`src/tdcoi_pkg.sv`:
```
// constants, types and register map of the opcode interpreter host
// assumes a 200 MHz clock and a device that exposes a 16-bit command port
package tdcoi_pkg;

	// ----------------------------------------------------------------
	// clock and timing
	// ----------------------------------------------------------------
	localparam int unsigned CLK_MHZ = 200;
	localparam int unsigned EE_WAIT_MS = 10;
	// "more than" the wait, so one extra cycle
	localparam int unsigned EE_WAIT_CYC_DEF = EE_WAIT_MS * CLK_MHZ * 1000 + 1;
	// cycles a handshake flag needs to fall after a strobe
	localparam logic [2:0] HS_GUARD_CYC = 3'h2;

	// ----------------------------------------------------------------
	// host register map, word index = byte address / 4
	// ----------------------------------------------------------------
	localparam logic [3:0] IDX_CTRL = 4'h0;
	localparam logic [3:0] IDX_OPCODE = 4'h1;
	localparam logic [3:0] IDX_STATUS = 4'h2;
	localparam logic [1:0] IDX_PARAM_HI = 2'h1;
	localparam logic [1:0] IDX_RESULT_HI = 2'h2;
	localparam int CTRL_GO = 0;
	localparam int CTRL_LEGACY_FW = 1;
	localparam int CTRL_ALLOW_CFG = 2;
	localparam int STS_BUSY = 0;
	localparam int STS_DONE = 1;
	localparam int STS_ERR_OP = 2;
	localparam int STS_ERR_ARG = 3;
	localparam logic [15:0] OPCODE_RST = 16'h0000;

	// ----------------------------------------------------------------
	// command codes, high byte of an opcode word
	// ----------------------------------------------------------------
	localparam logic [7:0] CMD_RD_PAT32 = 8'h47;
	localparam logic [7:0] CMD_SET_GOFS = 8'h50;
	localparam logic [7:0] CMD_RD_GOFS = 8'h51;
	localparam logic [7:0] CMD_SET_CHADJ = 8'h52;
	localparam logic [7:0] CMD_RD_CHADJ = 8'h53;
	localparam logic [7:0] CMD_SET_RC = 8'h54;
	localparam logic [7:0] CMD_RD_RC = 8'h55;
	localparam logic [7:0] CMD_SAVE_RC = 8'h56;
	localparam logic [7:0] CMD_RD_ID = 8'h60;
	localparam logic [7:0] CMD_RD_FWREV = 8'h61;
	localparam logic [7:0] CMD_RST_LOOPS = 8'h62;
	localparam logic [7:0] CMD_SCAN_WR = 8'h70;
	localparam logic [7:0] CMD_SCAN_RD = 8'h71;
	localparam logic [7:0] CMD_SCAN_LOAD = 8'h72;
	localparam logic [7:0] CMD_SCAN_DEF = 8'h73;
	localparam logic [7:0] CMD_RD_ERR = 8'h74;
	localparam logic [7:0] CMD_RD_LOCK = 8'h75;
	localparam logic [7:0] CMD_RD_STAT = 8'h76;
	localparam logic [7:0] CMD_SCAN_LOAD1 = 8'h77;
	localparam logic [7:0] CMD_EE_WR = 8'hc0;

	// ----------------------------------------------------------------
	// field layouts
	// ----------------------------------------------------------------
	localparam logic [15:0] MASK_COARSE = 16'h07ff;
	localparam logic [15:0] MASK_FINE = 16'h001f;
	localparam logic [15:0] MASK_BYTE = 16'h00ff;
	localparam logic [15:0] MASK_EE_ADDR = 16'h01ff;
	localparam logic [7:0] SCAN_LAST_WORD = 8'h28;
	localparam int SCAN_PARITY_BIT = 6;
	localparam logic [8:0] EE_CFG_LAST = 9'h028;

	// ----------------------------------------------------------------
	// types
	// ----------------------------------------------------------------
	typedef enum logic [3:0] {
		ST_IDLE = 4'h0,
		ST_LOAD = 4'h1,
		ST_DECIDE = 4'h2,
		ST_SEND_OP = 4'h3,
		ST_FETCH = 4'h4,
		ST_SEND_W = 4'h5,
		ST_RECV = 4'h6,
		ST_STORE = 4'h7,
		ST_POST = 4'h8,
		ST_EEWAIT = 4'h9,
		ST_FINISH = 4'ha
	} tdcoi_state_t;

	typedef struct packed {
		logic wr;
		logic rd;
		logic [15:0] wdata;
	} tdcoi_dev_t;

	typedef struct packed {
		logic known;
		logic [2:0] nwr;
		logic [2:0] nrd;
	} tdcoi_info_t;

endpackage

```
`src/tdcoi_host.sv`:
```
// host controller that issues opcodes to the converter's command port
// assumes device handshake flags are synchronous and fall within guard time
// What this block does
// [RULE1] pattern readback: two words read, stored word 0 then word 1
// [RULE2] after opcode, move exactly the required word count, waiting on handshake
// [RULE3] set global offset: write coarse 11-bit word then fine 5-bit word
// [RULE4] read global offset: read coarse word then fine word
// [RULE5] set channel adjust: index in low byte, one word, low 8 bits
// [RULE6] read channel adjust: index in low byte, one word read back
// [RULE7] rc adjust opcodes accepted, carry no words
// [RULE8] read chip id: chip index in low nibble, one word read
// [RULE9] firmware revision: one word read, low byte meaningful
// [RULE10] loop reset opcode sent with no words
// [RULE11] scan image parity bit is never set by the host
// [RULE12] scan word write: index up to 0x28, one word written
// [RULE13] scan word read: index in low byte, one word read
// [RULE14] load image to all chips, or single chip by index, no words
// [RULE15] reload default image opcode, no words
// [RULE16] read chip errors: one word read
// [RULE17] read dll lock: one word read
// [RULE18] read chip status: four words read
// [RULE19] eeprom write: address word then data byte word
// [RULE20] eeprom configuration addresses up to 0x28 refused unless allowed
// [RULE21] old firmware: wait over 10 ms after eeprom write
// [RULE22] opcode is one word: command high byte, index low byte
`timescale 1ns/1ps
module tdcoi_host #(
	parameter int unsigned EE_WAIT_CYC = tdcoi_pkg::EE_WAIT_CYC_DEF,
	parameter int unsigned MAX_CHAN = 127,
	parameter int unsigned MAX_CHIP = 3
) (
	// clock and reset
	input wire logic CLK,
	input wire logic RST_B,
	// avalon-mm slave
	input wire logic [5:0] AVS_ADDRESS,
	input wire logic AVS_READ,
	input wire logic AVS_WRITE,
	input wire logic [31:0] AVS_WRITEDATA,
	output logic [31:0] AVS_READDATA,
	output logic AVS_WAITREQUEST,
	// device command port
	output logic [15:0] MICRO_WDATA,
	output logic MICRO_WR,
	output logic MICRO_RD,
	input wire logic [15:0] MICRO_RDATA,
	input wire logic MICRO_WR_OK,
	input wire logic MICRO_RD_OK
);
	// ----------------------------------------------------------------
	// state
	// ----------------------------------------------------------------
	tdcoi_pkg::tdcoi_state_t state;
	tdcoi_pkg::tdcoi_dev_t dev;
	logic [1:0] bus_stage;
	logic [15:0] opcode;
	logic legacy_fw, allow_cfg, sts_done, sts_err_op, sts_err_arg;
	logic [2:0] wr_left, rd_left, guard;
	logic [1:0] widx, ridx;
	logic [15:0] rx_word;
	logic [31:0] ee_cnt;
	logic sent_param;
	logic [15:0] mem_rd;

	// ----------------------------------------------------------------
	// opcode decode
	// ----------------------------------------------------------------
	function automatic tdcoi_pkg::tdcoi_info_t cmd_info(input logic [7:0] c);
		tdcoi_pkg::tdcoi_info_t i;
		i = '{known: 1'b1, nwr: 3'h0, nrd: 3'h0};
		case (c)
			// [RULE1] two pattern words
			tdcoi_pkg::CMD_RD_PAT32: i.nrd = 3'h2;
			// [RULE3] coarse then fine
			tdcoi_pkg::CMD_SET_GOFS: i.nwr = 3'h2;
			// [RULE4] coarse then fine
			tdcoi_pkg::CMD_RD_GOFS: i.nrd = 3'h2;
			// [RULE5] one offset word
			tdcoi_pkg::CMD_SET_CHADJ: i.nwr = 3'h1;
			// [RULE6] one offset word
			tdcoi_pkg::CMD_RD_CHADJ: i.nrd = 3'h1;
			// [RULE7] no function, no words
			tdcoi_pkg::CMD_SET_RC, tdcoi_pkg::CMD_RD_RC, tdcoi_pkg::CMD_SAVE_RC: i.nwr = 3'h0;
			// [RULE8] id word
			tdcoi_pkg::CMD_RD_ID: i.nrd = 3'h1;
			// [RULE9] revision word
			tdcoi_pkg::CMD_RD_FWREV: i.nrd = 3'h1;
			// [RULE10] plain opcode
			tdcoi_pkg::CMD_RST_LOOPS: i.nwr = 3'h0;
			// [RULE12] one image word
			tdcoi_pkg::CMD_SCAN_WR: i.nwr = 3'h1;
			// [RULE13] one image word
			tdcoi_pkg::CMD_SCAN_RD: i.nrd = 3'h1;
			// [RULE14] load all or one
			tdcoi_pkg::CMD_SCAN_LOAD, tdcoi_pkg::CMD_SCAN_LOAD1: i.nwr = 3'h0;
			// [RULE15] default image
			tdcoi_pkg::CMD_SCAN_DEF: i.nwr = 3'h0;
			// [RULE16] error word
			tdcoi_pkg::CMD_RD_ERR: i.nrd = 3'h1;
			// [RULE17] lock word
			tdcoi_pkg::CMD_RD_LOCK: i.nrd = 3'h1;
			// [RULE18] four status words
			tdcoi_pkg::CMD_RD_STAT: i.nrd = 3'h4;
			// [RULE19] address then datum
			tdcoi_pkg::CMD_EE_WR: i.nwr = 3'h2;
			default: i.known = 1'b0;
		endcase
		return i;
	endfunction

	wire [7:0] cmd = opcode[15:8];
	wire [7:0] arg = opcode[7:0];
	wire tdcoi_pkg::tdcoi_info_t info = cmd_info(cmd);
	wire chip_cmd = cmd == tdcoi_pkg::CMD_RD_PAT32 || cmd == tdcoi_pkg::CMD_RD_ID
		|| cmd == tdcoi_pkg::CMD_RD_ERR || cmd == tdcoi_pkg::CMD_RD_LOCK
		|| cmd == tdcoi_pkg::CMD_RD_STAT || cmd == tdcoi_pkg::CMD_SCAN_LOAD1
		|| cmd == tdcoi_pkg::CMD_SET_RC || cmd == tdcoi_pkg::CMD_RD_RC;
	wire chan_cmd = cmd == tdcoi_pkg::CMD_SET_CHADJ || cmd == tdcoi_pkg::CMD_RD_CHADJ;
	wire scan_cmd = cmd == tdcoi_pkg::CMD_SCAN_WR || cmd == tdcoi_pkg::CMD_SCAN_RD;
	// [RULE20] configuration area guarded
	wire ee_cfg_hit = cmd == tdcoi_pkg::CMD_EE_WR && !allow_cfg
		&& mem_rd[8:0] <= tdcoi_pkg::EE_CFG_LAST;
	// [RULE8] chip index in low nibble
	wire chip_bad = chip_cmd && 32'(arg[3:0]) > MAX_CHIP;
	// [RULE12] index range checked
	wire arg_bad = chip_bad || (chan_cmd && 32'(arg) > MAX_CHAN)
		|| (scan_cmd && arg > tdcoi_pkg::SCAN_LAST_WORD) || ee_cfg_hit;

	// ----------------------------------------------------------------
	// parameter word shaping
	// ----------------------------------------------------------------
	logic [15:0] wmask;
	always_comb begin
		wmask = 16'hffff;
		case (cmd)
			// [RULE3] coarse 11 bits, fine 5 bits
			tdcoi_pkg::CMD_SET_GOFS: wmask = widx == 2'h0 ? tdcoi_pkg::MASK_COARSE
				: tdcoi_pkg::MASK_FINE;
			// [RULE5] upper byte ignored
			tdcoi_pkg::CMD_SET_CHADJ: wmask = tdcoi_pkg::MASK_BYTE;
			// [RULE19] 9-bit address, 8-bit datum
			tdcoi_pkg::CMD_EE_WR: wmask = widx == 2'h0 ? tdcoi_pkg::MASK_EE_ADDR
				: tdcoi_pkg::MASK_BYTE;
			// [RULE11] parity left to the device
			tdcoi_pkg::CMD_SCAN_WR: if (arg == tdcoi_pkg::SCAN_LAST_WORD) begin
				wmask[tdcoi_pkg::SCAN_PARITY_BIT] = 1'b0;
			end
			default: wmask = 16'hffff;
		endcase
	end

	// ----------------------------------------------------------------
	// bus slave, answer in the second cycle after the request
	// ----------------------------------------------------------------
	wire busy = state != tdcoi_pkg::ST_IDLE;
	wire [3:0] bus_idx = AVS_ADDRESS[5:2];
	wire bus_is_param = bus_idx[3:2] == tdcoi_pkg::IDX_PARAM_HI;
	wire bus_is_mem = bus_is_param || bus_idx[3:2] == tdcoi_pkg::IDX_RESULT_HI;
	// memory port belongs to the sequencer while busy
	wire bus_start = bus_stage == 2'h0 && (AVS_READ || AVS_WRITE) && !(bus_is_mem && busy);
	wire bus_commit = bus_stage == 2'h2 && AVS_WRITE;
	wire go_acc = bus_commit && bus_idx == tdcoi_pkg::IDX_CTRL
		&& AVS_WRITEDATA[tdcoi_pkg::CTRL_GO] && !busy;
	wire opc_wr = bus_commit && bus_idx == tdcoi_pkg::IDX_OPCODE && !busy;
	wire par_wr = bus_commit && bus_is_param && !busy;
	wire seq_store = state == tdcoi_pkg::ST_STORE;
	wire [2:0] mem_waddr = seq_store ? {1'b1, ridx} : {1'b0, bus_idx[1:0]};
	wire [15:0] mem_wdata = seq_store ? rx_word : AVS_WRITEDATA[15:0];
	wire [2:0] mem_raddr = busy ? {1'b0, widx} : {bus_idx[3], bus_idx[1:0]};
	wire [31:0] status_word = {28'h0, sts_err_arg, sts_err_op, sts_done, busy};
	wire [31:0] rd_mux = bus_idx == tdcoi_pkg::IDX_CTRL ? {29'h0, allow_cfg, legacy_fw, 1'b0}
		: bus_idx == tdcoi_pkg::IDX_OPCODE ? {16'h0, opcode}
		: bus_idx == tdcoi_pkg::IDX_STATUS ? status_word
		: bus_is_mem ? {16'h0, mem_rd} : 32'h0;

	tdcoi_mem #(.W(16), .D(8)) u_mem (
		.clk(CLK),
		.wr_en(seq_store || par_wr),
		.wr_addr(mem_waddr),
		.wr_data(mem_wdata),
		.rd_addr(mem_raddr),
		.rd_data(mem_rd)
	);

	always_ff @(posedge CLK or negedge RST_B) begin
		if (!RST_B) begin
			bus_stage <= 2'h0;
			AVS_WAITREQUEST <= 1'b1;
			AVS_READDATA <= 32'h0;
		end else begin
			bus_stage <= bus_start ? 2'h1 : bus_stage == 2'h1 ? 2'h2 : 2'h0;
			AVS_WAITREQUEST <= bus_stage != 2'h1;
			if (bus_stage == 2'h1) begin
				AVS_READDATA <= AVS_READ ? rd_mux : 32'h0;
			end
		end
	end

	always_ff @(posedge CLK or negedge RST_B) begin
		if (!RST_B) begin
			opcode <= tdcoi_pkg::OPCODE_RST;
			legacy_fw <= 1'b0;
			allow_cfg <= 1'b0;
		end else begin
			if (opc_wr) begin
				opcode <= AVS_WRITEDATA[15:0];
			end
			if (bus_commit && bus_idx == tdcoi_pkg::IDX_CTRL) begin
				legacy_fw <= AVS_WRITEDATA[tdcoi_pkg::CTRL_LEGACY_FW];
				allow_cfg <= AVS_WRITEDATA[tdcoi_pkg::CTRL_ALLOW_CFG];
			end
		end
	end

	// ----------------------------------------------------------------
	// opcode sequencer
	// ----------------------------------------------------------------
	wire hs_wr = guard == 3'h0 && MICRO_WR_OK;
	wire hs_rd = guard == 3'h0 && MICRO_RD_OK;
	// [RULE21] legacy firmware needs the pause
	wire ee_pause = cmd == tdcoi_pkg::CMD_EE_WR && legacy_fw;

	always_ff @(posedge CLK or negedge RST_B) begin
		if (!RST_B) begin
			state <= tdcoi_pkg::ST_IDLE;
			dev <= '0;
			wr_left <= 3'h0;
			rd_left <= 3'h0;
			guard <= 3'h0;
			widx <= 2'h0;
			ridx <= 2'h0;
			rx_word <= 16'h0;
			ee_cnt <= 32'h0;
			sent_param <= 1'b0;
			sts_done <= 1'b0;
			sts_err_op <= 1'b0;
			sts_err_arg <= 1'b0;
		end else begin
			dev.wr <= 1'b0;
			dev.rd <= 1'b0;
			sent_param <= 1'b0;
			if (guard != 3'h0) begin
				guard <= guard - 3'h1;
			end
			case (state)
				tdcoi_pkg::ST_IDLE: if (go_acc) begin
					state <= tdcoi_pkg::ST_LOAD;
					sts_done <= 1'b0;
					sts_err_op <= 1'b0;
					sts_err_arg <= 1'b0;
					widx <= 2'h0;
					ridx <= 2'h0;
				end
				tdcoi_pkg::ST_LOAD: state <= tdcoi_pkg::ST_DECIDE;
				tdcoi_pkg::ST_DECIDE: begin
					wr_left <= info.nwr;
					rd_left <= info.nrd;
					sts_err_op <= !info.known;
					sts_err_arg <= info.known && arg_bad;
					state <= info.known && !arg_bad ? tdcoi_pkg::ST_SEND_OP
						: tdcoi_pkg::ST_FINISH;
				end
				// [RULE22] opcode word goes first
				tdcoi_pkg::ST_SEND_OP: if (hs_wr) begin
					dev.wr <= 1'b1;
					dev.wdata <= opcode;
					guard <= tdcoi_pkg::HS_GUARD_CYC;
					state <= wr_left != 3'h0 ? tdcoi_pkg::ST_FETCH
						: rd_left != 3'h0 ? tdcoi_pkg::ST_RECV : tdcoi_pkg::ST_POST;
				end
				tdcoi_pkg::ST_FETCH: state <= tdcoi_pkg::ST_SEND_W;
				// [RULE2] one write per handshake
				tdcoi_pkg::ST_SEND_W: if (hs_wr) begin
					dev.wr <= 1'b1;
					dev.wdata <= mem_rd & wmask;
					sent_param <= 1'b1;
					guard <= tdcoi_pkg::HS_GUARD_CYC;
					widx <= widx + 2'h1;
					wr_left <= wr_left - 3'h1;
					state <= wr_left != 3'h1 ? tdcoi_pkg::ST_FETCH
						: rd_left != 3'h0 ? tdcoi_pkg::ST_RECV : tdcoi_pkg::ST_POST;
				end
				// [RULE2] one read per handshake
				tdcoi_pkg::ST_RECV: if (hs_rd) begin
					dev.rd <= 1'b1;
					rx_word <= MICRO_RDATA;
					guard <= tdcoi_pkg::HS_GUARD_CYC;
					state <= tdcoi_pkg::ST_STORE;
				end
				// [RULE1] results kept in arrival order
				tdcoi_pkg::ST_STORE: begin
					ridx <= ridx + 2'h1;
					rd_left <= rd_left - 3'h1;
					state <= rd_left != 3'h1 ? tdcoi_pkg::ST_RECV : tdcoi_pkg::ST_POST;
				end
				tdcoi_pkg::ST_POST: begin
					ee_cnt <= EE_WAIT_CYC;
					state <= ee_pause ? tdcoi_pkg::ST_EEWAIT : tdcoi_pkg::ST_FINISH;
				end
				// [RULE21] hold off further commands
				tdcoi_pkg::ST_EEWAIT: begin
					ee_cnt <= ee_cnt - 32'h1;
					if (ee_cnt <= 32'h1) begin
						state <= tdcoi_pkg::ST_FINISH;
					end
				end
				tdcoi_pkg::ST_FINISH: begin
					sts_done <= 1'b1;
					state <= tdcoi_pkg::ST_IDLE;
				end
				default: state <= tdcoi_pkg::ST_IDLE;
			endcase
		end
	end

	assign MICRO_WR = dev.wr;
	assign MICRO_RD = dev.rd;
	assign MICRO_WDATA = dev.wdata;

	// ----------------------------------------------------------------
	// checks
	// ----------------------------------------------------------------
	wire ee_active = state == tdcoi_pkg::ST_EEWAIT;
endmodule

```
`src/tdcoi_mem.sv`:
```
// small word memory for parameter and result words
// assumes one writer and one reader per cycle; read data registered
`timescale 1ns/1ps
module tdcoi_mem #(
	parameter int W = 16,
	parameter int D = 8
) (
	// clock
	input wire logic clk,
	// write port
	input wire logic wr_en,
	input wire logic [$clog2(D)-1:0] wr_addr,
	input wire logic [W-1:0] wr_data,
	// read port
	input wire logic [$clog2(D)-1:0] rd_addr,
	output logic [W-1:0] rd_data
);
	logic [W-1:0] mem [D];

	// no reset: contents are don't-care until written
	always_ff @(posedge clk) begin
		if (wr_en) begin
			mem[wr_addr] <= wr_data;
		end
		rd_data <= mem[rd_addr];
	end
endmodule

```
`config.mk`:
```
export PLATFORM = sky130hd
export DESIGN_NAME = tdcoi_host
export DESIGN_NICKNAME = d
export VERILOG_FILES = /design/src/tdcoi_pkg.sv /design/src/tdcoi_host.sv /design/src/tdcoi_mem.sv
export SDC_FILE = /design/constraint.sdc
export NUM_CORES = 1
export LEC_CHECK = 0
export BUFFER_PORTS_ARGS = -buffer_cell sky130_fd_sc_hd__clkbuf_2
export CAP_MARGIN = 10
export CORE_MARGIN = 5
export CORE_UTILIZATION = 40
export CTS_CLUSTER_DIAMETER = 30
export DETAILED_ROUTE_END_ITERATION = 16
export PLACE_DENSITY = 0.55
export SYNTH_ARGS = -nofsm -noshare
export SYNTH_HDL_FRONTEND = slang
export SYNTH_HIERARCHICAL = 1
export SYNTH_SLANG_ARGS = --single-unit
```
`constraint.sdc`:
```
create_clock -name CLK -period 4.05 [get_ports CLK]
set_input_delay 0.405 -clock CLK [delete_from_list [all_inputs] [get_ports CLK]]
set_output_delay 0.405 -clock CLK [all_outputs]
set_load 0.01 [all_outputs]
```
# ---- After elaboration in Yosys (flattened, before gate mapping)
# Memories as Yosys holds them, arrays and structs flattened. A register that Yosys moved wholly into a read port is not among the register bits.
# Cells that the tools add are included.
dict set report op_classes {
  addsub 6
  order_cmp 5
  n_eq_ne 45
  muxes 56
  bitwise 1
  reduce_logical 72
}
# op count
set op_table {}
lappend op_table {{== test 8 x 7 -> 1 bit, second input constant} 19}
lappend op_table {{2-to-1 mux 16 bit} 8}
lappend op_table {{one-hot mux 32 bit (2 select lines)} 1}
lappend op_table {{2-to-1 mux 4 bit} 10}
lappend op_table {{one-hot mux 4 bit (10 select lines)} 1}
lappend op_table {{<= comparator 32 x 1 -> 1 bit, second input constant} 1}
lappend op_table {{one-hot mux 16 bit (2 select lines)} 1}
lappend op_table {{subtractor 32 x 1 -> 32 bit, second input constant} 1}
lappend op_table {{one-hot mux 9 bit (3 select lines)} 1}
lappend op_table {{logical AND 1 bit} 21}
lappend op_table {{OR reduction 20 bit} 1}
lappend op_table {{2-to-1 mux 3 bit} 6}
lappend op_table {{one-hot mux 3 bit (2 select lines)} 3}
lappend op_table {{bitwise AND 16 bit} 1}
lappend op_table {{== test 4 x 3 -> 1 bit, second input constant} 4}
lappend op_table {{nonzero test 2 bit} 8}
lappend op_table {{logical OR 1 bit} 15}
lappend op_table {{== test 4 x 2 -> 1 bit, second input constant} 3}
lappend op_table {{== test 4 bit, second input constant} 3}
lappend op_table {{one-hot mux 2 bit (2 select lines)} 3}
lappend op_table {{one-hot mux 6 bit (2 select lines)} 1}
lappend op_table {{2-to-1 mux 11 bit} 1}
lappend op_table {{2-to-1 mux 2 bit} 5}
lappend op_table {{AND reduction 2 bit} 5}
lappend op_table {{other kinds (29)} 62}
dict set report word_totals {
  regBits 139
  mem_bits_rw 128
  in_bits 60
  out_inout_bits 51
  mem_count 1
}
# memory depth width read_ports rd_clocked_by_memory_dff wr line
set mem_list {}
lappend mem_list {u_mem.mem 8 16 1 1 1 tdcoi_mem.sv:18} ;# logic [W-1:0] mem [D];

# ---- Logic depth before layout (Yosys ltp)
# Gate-level depths: netlist (run 1).
dict set report depth {
  word_depth 16
  depth_mapped 9
  ltp_nobuf 8
}

# ---- Modules after synthesis
# Netlist (run 1), hierarchy kept.
# module instances cells_per_inst area_each_um2 seq_area_each_um2
set modules_own_cells {}
lappend modules_own_cells {tdcoi_host 1 756 6662.6 3079.2}
lappend modules_own_cells {tdcoi_mem 1 214 5293.8 4164.0}

# ---- Worst setup path before layout (run 1)
# Ideal clock, no wire load.
dict set report synth_path {
  path_type {register -> register}
  startpoint {reg state[1]}
  endpoint {mem u_mem.mem[4][0], enable pin}
  setup_ns 0.409
  t_arrival_ns 2.766
  t_required_ns 3.641
  path_slack_ns 0.874
  stages_incl_launch_ff 8
  synth_period_minus_slack_ns 3.176
  cell_sequence {dfrtp_1 > clkbuf_1 > clkbuf_1 > nand3_1 > inv_1 > buf_1 > nand2_1 > nor3_1}
}
dict set report synth_between {
  elab_cells_between_ends 8
}
# element line
set synth_lines {}
lappend synth_lines {{start, declared} tdcoi_host.sv:53} ;# tdcoi_pkg::tdcoi_state_t state;
lappend synth_lines {{start signal, assigned} tdcoi_host.sv:225} ;# state <= tdcoi_pkg::ST_IDLE;
lappend synth_lines {{start signal, assigned} tdcoi_host.sv:247} ;# state <= tdcoi_pkg::ST_LOAD;
lappend synth_lines {{start signal, assigned} tdcoi_host.sv:254} ;# tdcoi_pkg::ST_LOAD: state <= tdcoi_pkg::ST_DECIDE;
lappend synth_lines {{== test 4 x 3 -> 1 bit} tdcoi_host.sv:166} ;# wire seq_store = state == tdcoi_pkg::ST_STORE;
lappend synth_lines {{2-to-1 mux 3 bit} tdcoi_host.sv:167} ;# wire [2:0] mem_waddr = seq_store ? {1'b1, ridx} : {1'b0, bus_idx[1:0]};
lappend synth_lines {{net mem_waddr[2]} tdcoi_host.sv:167}
lappend synth_lines {{end, declared} tdcoi_mem.sv:18}
# The timed path passes the listed nets, and every way through them passes these cells.

# ---- Worst setup path in the final report (run 1)
dict set report layout_path {
  startpoint {reg state[0]}
  endpoint {reg u_mem.rd_data[10], read port of u_mem.mem}
}
dict set report layout_between {
  elab_chain_len 2
}
# element line
set layout_lines {}
lappend layout_lines {{nonzero test 4 bit} tdcoi_host.sv:155} ;# wire busy = state != tdcoi_pkg::ST_IDLE;
lappend layout_lines {{2-to-1 mux 3 bit} tdcoi_host.sv:169} ;# wire [2:0] mem_raddr = busy ? {1'b0, widx} : {bus_idx[3], bus_idx[1:0]};
lappend layout_lines {{net mem_raddr[0]} tdcoi_host.sv:169}
lappend layout_lines {{end, declared} tdcoi_mem.sv:16} ;# output logic [W-1:0] rd_data
# The timed path passes the listed nets, and every way through them passes these cells.
# A chain may end at the register's enable or synchronous reset.

==> flow_summary.ini, run 1 <==
[floorplanning]
row_count = 63
die_w_um = 183
initial_core_util = 0.404
fp.dieArea_sq_um = 33400
ios = 111
core_sq_um = 29600
die_h_um = 183

[power]
power_density_nw_per_um2 = 808
ir_drop_mv = 0.439
p_leak_nw = 6.27

[timing]
tightest_slew_ns = 1.03
setup_tns_ns = 0
slew_viol_final = 0
rsz0062_at_grt = false
timing.final.ws_setup_ns = 1.22
timing.slew.headroom = 0.313
finalHoldViolCount = 0
timing.final.crit_period_ns = 2.83
post-route-period-util = 0.699
timing.fmax_ghz = 0.353
finalSetupViolCount = 0
finClkSkew_ns = 0.0266

[cts]
clock_sinks = 267
cts_tree = done
cts_buffer_depth = 3
cts_root_buf = clkbuf_16
htreeDepth = 3
clkTransAtPathRegs_ns = 0.05
ctsResizeCount = 0
cts_made_buffers = 66
insertion_delay_ns = 0.54
ctsHoldBuffers = 0
cts_setup_buffers = 0

[setup_path]
cp_max_fo = 32
slowest_stage = mux4_1
r2r_start = state[0]$_DFFE_PN0P_
reg2regPathDepth = 7
crit_type = flip-flop to flip-flop
crit_top_cell = buf_4
cpPeakStageDelay_ns = 0.66
cp-end-kind = flip-flop
crit_chain = nor4_1 -> buf_4 -> nand2_1 -> o21ai_4 -> buf_4 -> mux4_1 -> mux2_2
cp.required_ns = 4.47
start_kind = flip-flop
setup.worst_path.start = state[0]$_DFFE_PN0P_
cp.arrival_ns = 3.25

[synthesis]
netlist.area_leader.share = 0.321
syn_inst = 970
syn_area_sq_um = 12000
synth-async-reset-ratio = 0.461
ys_ff_latch = 267
ys_seq_area_frac = 0.606
synth_edf_count = 128
synthDistinctLibCells = 73
avgSynthCellArea_sq_um = 12.3
synth.most_common_cell = nand2_1
synthTopCellsByArea = edfxtp_1, dfrtp_1, mux4_1
synthTopCellsByCount = nand2_1, edfxtp_1, dfrtp_1
ys.flop_type = edfxtp_1
ys_warn_count = 6
synth_top_area_cell = edfxtp_1

[routing]
antenna_left = 0
via_per_inst = 5.20
first_pass_iters = 5
post-route-drc-count = 0
wl_per_cell_um = 18.9
drt-initial-drc-count = 502
vias = 7924
drt-total-wl_um = 28800

[final_layout]
nNetsFinal = 1157
final_layout_size_suffix_gt1_frac = 0.230
area_growth_pct = 25.9
final_core_util = 0.509
stdcell_count = 1523

[global_routing]
gr-usage-all-layers = 0.173
antenna_found_initial = 1
grt_max_degree = 100
grt_pass1_vias = 7857
grt_overflow = 0
grt_pass1_wl_um = 45300

[placed_design]
io_buffers = 76
dp_hpwl_um = 18900
routabilityCongestion = 0.782
pre_cts_ws_ns = 1.21
dp_cells = 1406

[worst_hold_path]
hold_path.class = input pin to async pin

[job]
drv_cap = 0

[run_status]
status = finished clean
==> final timing paths <==
path	slack, ns	endpoint
min	0.003	ee_cnt[28]$_DFFE_PN0N_
max in group asynchronous	3.13	rx_word[8]$_DFFE_PN0P_
min reg2reg	0.44	bus_stage[0]$_DFF_PN0_
min in group CLK	0.07	rx_word[12]$_DFFE_PN0P_
max reg2reg	1.22	u_mem/rd_data[10]$_DFF_P_
max	1.22	u_mem/rd_data[10]$_DFF_P_
==> placed cells by master, fill, tap and decap left out, drive strengths merged, types with 6 or more instances in the layout <==
cell,instances
nand2,171
clkbuf,153
edfxtp,128
dfrtp,122
nor2,65
o21ai,45
a21oi,36
mux2,35
mux4,32
inv,29
nand3,23
buf,22
mux2i,21
a22oi,21
nor3,21
conb,16
dfxtp,16
clkinv,16
ha,13
nand2b,12
bufinv,12
nor4,9
or4,8
nor2b,7
o41ai,7
o311ai,6
==> sequential cells by signal, indices dropped and copies added (netlist names), 4 cells and up <==
name,flops
rx_word,16
opcode,16
AVS_READDATA,16
ee_cnt,32
MICRO_WDATA,16
state,4
u_mem/rd_data,16
u_mem/mem,128
==> power breakdown <==
part	internal (mW)	total (mW)	switching (mW)
sequential	3.51	4.10	0.592
clock	3.89	5.46	1.57
combinational	1.17	2.61	1.44
==> layer usage <==
layer / vias up / global-route usage / share of wire
met5: - / 0 / 0
met3: 44 / 0.0389 / 0.049
met2: 197 / 0.264 / 0.45
li1: 3825 / - / -
met1: 3858 / 0.248 / 0.48
met4: 0 / 0.0539 / 0.018
==> cell type report <==
type	instances	area (sq um)
antenna	1	2.50
multi-input combinational	628	4360
tap	390	488
fill	2590	14500
clock buffer	78	1780
timing repair buffer	97	544
clock inverter	38	552
inverter	24	90.1
sequential	267	7240
==> critical path, delay by kind of cell (launching register included) <==
| family | cells | cell delay (ns) |
|---|---|---|
| AOI/OAI and AO/OA | 1 | 0.06 |
| buffers and inverters | 2 | 0.70 |
| DFF | 1 | 0.57 |
| muxes | 2 | 0.94 |
| and+or+nand+nor | 2 | 0.45 |
==> per-stage QoR <==
stage | power (mW) | instance area [sq um] | hold WS, ns
6_report | 12.2 | 15100 | 0.00253
5_1_grt | 12.8 | 15100 | 0.0614
4_1_cts | 12.3 | 15100 | 0.0329
3_5_place_dp | 6.75 | 12700 | 0.433
3_3_place_gp | 6.70 | 12700 | 0.431
2_1_floorplan | 5.94 | 12000 | 0.109
==> logic make-up after synthesis <==
| group | synth area share |
|---|---|
| compound gates | 0.0818 |
| xor+xnor | 0.00293 |
| fa+ha+maj | 0.0136 |
| buf+inv | 0.0367 |
| flops | 0.606 |
| mux | 0.120 |
| other cells | 0.000314 |
| simple gates | 0.139 |
No activity file was read; power rests on OpenSTA's default activity.
==> run 2, diff against run 1 <==
--- a/config.mk
+++ b/config.mk
@@ -11,7 +11,7 @@
 export CORE_UTILIZATION = 40
 export CTS_CLUSTER_DIAMETER = 30
 export DETAILED_ROUTE_END_ITERATION = 16
-export PLACE_DENSITY = 0.55
+export PLACE_DENSITY = 0.58
 export SYNTH_ARGS = -nofsm -noshare
 export SYNTH_HDL_FRONTEND = slang
 export SYNTH_HIERARCHICAL = 1
==> constraint.sdc (replaced) <==
create_clock -name CLK -period 2.6 [get_ports CLK]
set_input_delay 0.26 -clock CLK [delete_from_list [all_inputs] [get_ports CLK]]
set_output_delay 0.26 -clock CLK [all_outputs]
set_load 0.01 [all_outputs]
==> run 2 against run 1 <==
Net effect: worst setup slack worse by 1.0 ns; first-iteration DRC count is 9.2% higher; final cell count is 2.2% higher; sequential share of layout area hardly changed; sequential power is 53% higher; hold slack better by 0.023 ns; flip-flop and latch count stayed put; critical path type unchanged; largest cell class unchanged; largest power group unchanged.
==> flow_summary.ini, run 2 (synthesized netlist as in run 1, its figures left out) <==
[run_status]
status = finished clean

[final_layout]
reg_top3 = u_mem/mem x128, ee_cnt x32
final_layout_size_suffix_gt1_frac = 0.232
stdcell_count = 1556
nFillCells = 2567
final_common_cell = nand2_1
largest_register_ffs = 128
final-seq-area_sq_um = 7240
layout_common_cells = nand2_1, edfxtp_1, dfrtp_1, clkbuf_2, nor2_1
antennaDiodeCount = 0
area_growth_pct = 25.9
final_area_sq_um = 15100
top_register = u_mem/mem
nNetsFinal = 1194
multi_input_area_sq_um = 4370

[routing]
first_pass_iters = 5
drt-total-wl_um = 29000
post-route-drc-count = 0
drt-initial-drc-count = 548
vias = 8091
via_per_inst = 5.20
wl_per_cell_um = 18.6
antenna_left = 0

[global_routing]
antenna_found_initial = 0
gr-usage-all-layers = 0.174
grt_max_degree = 68
grt_overflow = 0
grt_pass1_vias = 8223
grt_pass1_wl_um = 45800

[setup_path]
cp_num_buf_inv = 0
reg2regPathDepth = 5
cpPeakStageDelay_ns = 0.63
start_kind = flip-flop
crit_chain = or4_1 -> nor4_1 -> nand4_1 -> a211oi_2 -> mux2_2
r2r_slack_ns = 0.19
crit_type = flip-flop to flip-flop
r2r_start = ee_cnt[6]$_DFFE_PN0N_
critPathCapture = state[2]$_DFFE_PN0P_
cp_max_fo = 5
cp-end-kind = flip-flop
cp.required_ns = 3.03
cp.arrival_ns = 2.85
slowest_stage = or4_1
path_delay_family = simple AND/OR/NAND/NOR gates
worstReg2RegEnd = state[2]$_DFFE_PN0P_
cp.depth = 5
setup.worst_path.start = ee_cnt[6]$_DFFE_PN0N_

[floorplanning]
fp.dieArea_sq_um = 33400
die_w_um = 183
initial_core_util = 0.404
ios = 111
row_count = 63
core_sq_um = 29600
die_h_um = 183

[placed_design]
pre_cts_ws_ns = 0.144
placed_area_sq_um = 13000
dp_hpwl_um = 19600
routabilityCongestion = 0.853
io_buffers = 76
dp_cells = 1431

[timing]
timing.final.ws_setup_ns = 0.188
finalSetupViolCount = 0
finClkSkew_ns = 0.0249
timing.fmax_ghz = 0.415
timing.slew.headroom = 0.580
post-route-period-util = 0.928
timing.final.crit_period_ns = 2.41
tightest_slew_ns = 0.630
finalHoldViolCount = 0
slew_viol_final = 0
rsz0062_at_grt = false

[cts]
cts_setup_buffers = 0
cts_root_buf = clkbuf_16
insertion_delay_ns = 0.56
htreeDepth = 2
cts_buffer_depth = 3
cts_made_buffers = 53
clock_sinks = 267
cts_tree = done
clkTransAtPathRegs_ns = 0.05

[power]
p_comb_frac = 0.257
power.switching_mw = 5.49
finalPower_mw = 17.4
p_leak_nw = 6.29
sequentialPowerShare = 0.360
ir_drop_mv = 0.589
swShare = 0.316
p_clk_frac = 0.383
power_density_nw_per_um2 = 1150
internal-power_mw = 11.9

[worst_hold_path]
hold_path.class = input pin to flip-flop

[job]
drv_cap = 0
==> run 2: cell types whose count changed in the layout (fill, tap and decap cells not counted), moves of 2 or more <==
| cell | before | now |
|---|---|---|
| clkinvlp_4 | 5 | 1 |
| clkbuf_16 | 67 | 54 |
| inv_16 | 2 | 0 |
| nor4_2 | 0 | 2 |
| clkbuf_8 | 6 | 9 |
| buf_12 | 0 | 5 |
| dlygate4sd3_1 | 0 | 25 |
| bufinv_16 | 12 | 3 |
| inv_8 | 0 | 2 |
| clkbuf_1 | 5 | 7 |
| clkinv_2 | 10 | 12 |
| buf_4 | 21 | 41 |
| nor4_1 | 9 | 7 |
| clkinv_16 | 0 | 2 |
==> run 2: worst min path at each step <==
stage | from | endpoint | slack, ns | cells past startpoint
6_report | AVS_WRITEDATA[9] | opcode[9]$_DFFE_PN0P_ | 0.03 | 2
4_1_cts | AVS_WRITEDATA[9] | opcode[9]$_DFFE_PN0P_ | 0.001 | 2
2_1_floorplan | RST_B | AVS_READDATA[0]$_DFFE_PN0N_ | -0.04 | 0
5_1_grt | AVS_WRITEDATA[9] | opcode[9]$_DFFE_PN0P_ | 0.006 | 2
3_5_place_dp | RST_B | ee_cnt[23]$_DFFE_PN0N_ | 0.31 | 1
3_3_place_gp | RST_B | ee_cnt[23]$_DFFE_PN0N_ | 0.31 | 1
==> run 2: layout make-up <==
class / instances / share of cell area
Sequential cell: 267 / 0.481
Timing Repair Buffer: 147 / 0.0694
Clock inverter: 30 / 0.0211
Inverter: 24 / 0.00598
Tap cell: 390 / 0.0324
Clock buffer: 70 / 0.0997
Multi-Input combinational cell: 628 / 0.290
==> run 2: stage by stage <==
stage	setup TNS [ns]	utilization	hold WS, ns
after global routing	0	0.509	0.00613
after CTS	0	0.509	0.00102
final	0	0.509	0.0259
after floorplan	-24.39	-	-0.0356
after detailed placement	0	0.439	0.306
after global placement	0	0.439	0.308
==> run 2: routing by layer <==
layer | global-route usage | wire (um) | vias to the layer above
met3 | 0.0319 | 1540 | 40
met1 | 0.237 | 13100 | 3965
met5 | 0 | 0 | -
met4 | 0.0480 | 535 | 0
met2 | 0.288 | 13800 | 205
li1 | - | - | 3881
==> run 2: repair_timing <==
action	4_1_cts	5_1_grt
endpoints found under the hold margin	89	0
setup endpoints to repair	0	3
hold buffers	25	0
gates resized for setup	0	2
==> run 2: power groups by stage <==
stage	registers [mW]	logic (mW)	clock network [mW]
floorplan	6.14	3.12	0
global placement	6.28	4.37	0
detailed placement	6.31	4.45	0
CTS	6.24	4.51	6.78
global route	6.39	4.98	7.01
finish	6.26	4.47	6.66
==> run 3, diff against run 2 <==
--- a/config.mk
+++ b/config.mk
@@ -8,10 +8,10 @@
 export BUFFER_PORTS_ARGS = -buffer_cell sky130_fd_sc_hd__clkbuf_2
 export CAP_MARGIN = 10
 export CORE_MARGIN = 5
-export CORE_UTILIZATION = 40
+export CORE_UTILIZATION = 54
 export CTS_CLUSTER_DIAMETER = 30
 export DETAILED_ROUTE_END_ITERATION = 16
-export PLACE_DENSITY = 0.58
+export PLACE_DENSITY = 0.74
 export SYNTH_ARGS = -nofsm -noshare
 export SYNTH_HDL_FRONTEND = slang
 export SYNTH_HIERARCHICAL = 1
==> run 3 against run 2 <==
Net effect: final cell count down 6.7%; first-iteration DRC count up 43%; global-route usage up 5.5 points; non-clock buffer count up 6; critical path depth up 4; largest cell class unchanged; hold slack worse by 0.0053 ns; power up 0.18%; die area down 25%; sequential power about the same.
==> flow_summary.ini, run 3 (synthesized netlist as in run 1, its figures left out) <==
[timing]
finalHoldViolCount = 0
post-route-period-util = 0.945
finalSetupViolCount = 0
timing.slew.headroom = 0.552
hold_ws_ns = 0.0206
rsz0062_at_grt = false
timing.final.ws_setup_ns = 0.143
timing.fmax_ghz = 0.407
finClkSkew_ns = 0.0192
tightest_slew_ns = 0.672
timing.final.crit_period_ns = 2.46
slew_viol_final = 0

[cts]
cts_made_buffers = 53
cts_root_buf = clkbuf_16
htreeDepth = 2
clkTransAtPathRegs_ns = 0.05
cts_tree = done
clock_sinks = 267
insertion_delay_ns = 0.56
cts_buffer_depth = 3
cts_setup_buffers = 0

[setup_path]
cp_max_fo = 13
r2r_start = state[3]$_DFFE_PN0P_
cp.arrival_ns = 2.69
cp-end-kind = flip-flop
r2r_slack_ns = 0.14
start_kind = flip-flop
crit_type = flip-flop to flip-flop
reg2regPathDepth = 9
cp.required_ns = 2.84
worstReg2RegEnd = u_mem/mem[1][4]$_DFFE_PP_

[placed_design]
routabilityCongestion = 0.924
placed_area_sq_um = 12900
dp_cells = 1328
io_buffers = 76
dp_hpwl_um = 19200
pre_cts_ws_ns = 0.124

[final_layout]
stdcell_count = 1452
area_growth_pct = 24.7
antennaDiodeCount = 0
reg_top3 = u_mem/mem x128, ee_cnt x32
largest_register_ffs = 128
nNetsFinal = 1200
final_area_sq_um = 14900
top_register = u_mem/mem
final_layout_size_suffix_gt1_frac = 0.238
layout_common_cells = nand2_1, edfxtp_1, dfrtp_1, clkbuf_2, nor2_1
final_common_cell = nand2_1

[job]
drv_cap = 0

[routing]
drt-initial-drc-count = 785
wl_per_cell_um = 20.3
vias = 8413
drt-total-wl_um = 29500
post-route-drc-count = 0
antenna_left = 0
via_per_inst = 5.79
first_pass_iters = 5

[floorplanning]
die_h_um = 159
fp.dieArea_sq_um = 25200
row_count = 54
ios = 111
die_w_um = 159
core_sq_um = 21800
initial_core_util = 0.548

[global_routing]
grt_pass1_wl_um = 46100
grt_max_degree = 44
grt_pass1_vias = 8347
grt_overflow = 0
antenna_found_initial = 1
gr-usage-all-layers = 0.229

[power]
ir_drop_mv = 0.660
p_leak_nw = 6.29
power_density_nw_per_um2 = 1170

[worst_hold_path]
hold_start = AVS_WRITEDATA[3]
holdPathEnd = opcode[3]$_DFFE_PN0P_
hold_path.class = input pin to flip-flop
whs_path_depth = 2

[run_status]
status = finished clean
==> run 3: changes by cell type in the layout (fill, tap and decap cells not counted), sizes merged, moves of 2 or more <==
cell / delta
buf: +7
clkbuf: -7
inv: +6
clkinv: -2
clkinvlp: +2
==> run 3: worst max-delay path by stage <==
stage,from,endpoint,cells past startpoint,slack [ns]
after CTS,state[0]$_DFFE_PN0P_,u_mem/rd_data[4]$_DFF_P_,6,0.08
after floorplan,state[1]$_DFFE_PN0P_,u_mem/mem[3][0]$_DFFE_PP_,9,-0.29
after detailed placement,state[0]$_DFFE_PN0P_,u_mem/rd_data[4]$_DFF_P_,6,0.12
after global routing,state[1]$_DFFE_PN0P_,ee_cnt[25]$_DFFE_PN0N_,7,0.009
final,state[3]$_DFFE_PN0P_,u_mem/mem[1][4]$_DFFE_PP_,9,0.14
after global placement,state[0]$_DFFE_PN0P_,u_mem/rd_data[7]$_DFF_P_,6,0.20
==> run 3: cell type report <==
| type | instances | area, sq um |
|---|---|---|
| Sequential cell | 267 | 7240 |
| Fill cell | 1533 | 6920 |
| Multi-Input combinational cell | 628 | 4370 |
| Clock buffer | 63 | 1380 |
| Timing Repair Buffer | 153 | 1080 |
| Clock inverter | 37 | 390 |
| Tap cell | 280 | 350 |
| Inverter | 24 | 90.1 |
==> run 3: metrics by stage <==
| stage | total power [mW] | util | TNS [ns] |
|---|---|---|---|
| after floorplan | 9.26 | - | -24.39 |
| after global placement | 10.6 | 0.590 | 0 |
| after detailed placement | 10.7 | 0.590 | 0 |
| after CTS | 17.5 | 0.683 | 0 |
| after global routing | 18.3 | 0.683 | 0 |
| final | 17.4 | 0.683 | 0 |
==> run 3: metal layers <==
layer / share of wire / global-route usage / vias up
met1: 0.41 / 0.312 / 4141
met2: 0.49 / 0.369 / 329
li1: - / - / 3886
met4: 0.021 / 0.0735 / 2
met3: 0.075 / 0.0511 / 55
met5: 0.00081 / 0 / -
==> run 3: report_power, final <==
group | internal (mW) | switching, mW
Combinational | 2.06 | 2.50
Sequential | 5.47 | 0.798
Clock | 4.27 | 2.33
==> run 3: critical path, cell delays in order, from the launching register on <==
cell and delay, ns:
dfrtp_1 0.38, buf_4 0.19, nor2b_1 0.17, nand3_1 0.22, buf_4 0.24, nand2_1 0.07
nand2_1 0.15, nand2b_1 0.22, nor2_1 0.22, buf_4 0.29
==> run 3: what timing repair did <==
item,in CTS,in global routing
gates resized for setup,0,2
hold endpoints to repair,64,0
hold buffers,24,0
setup endpoints to repair,0,11
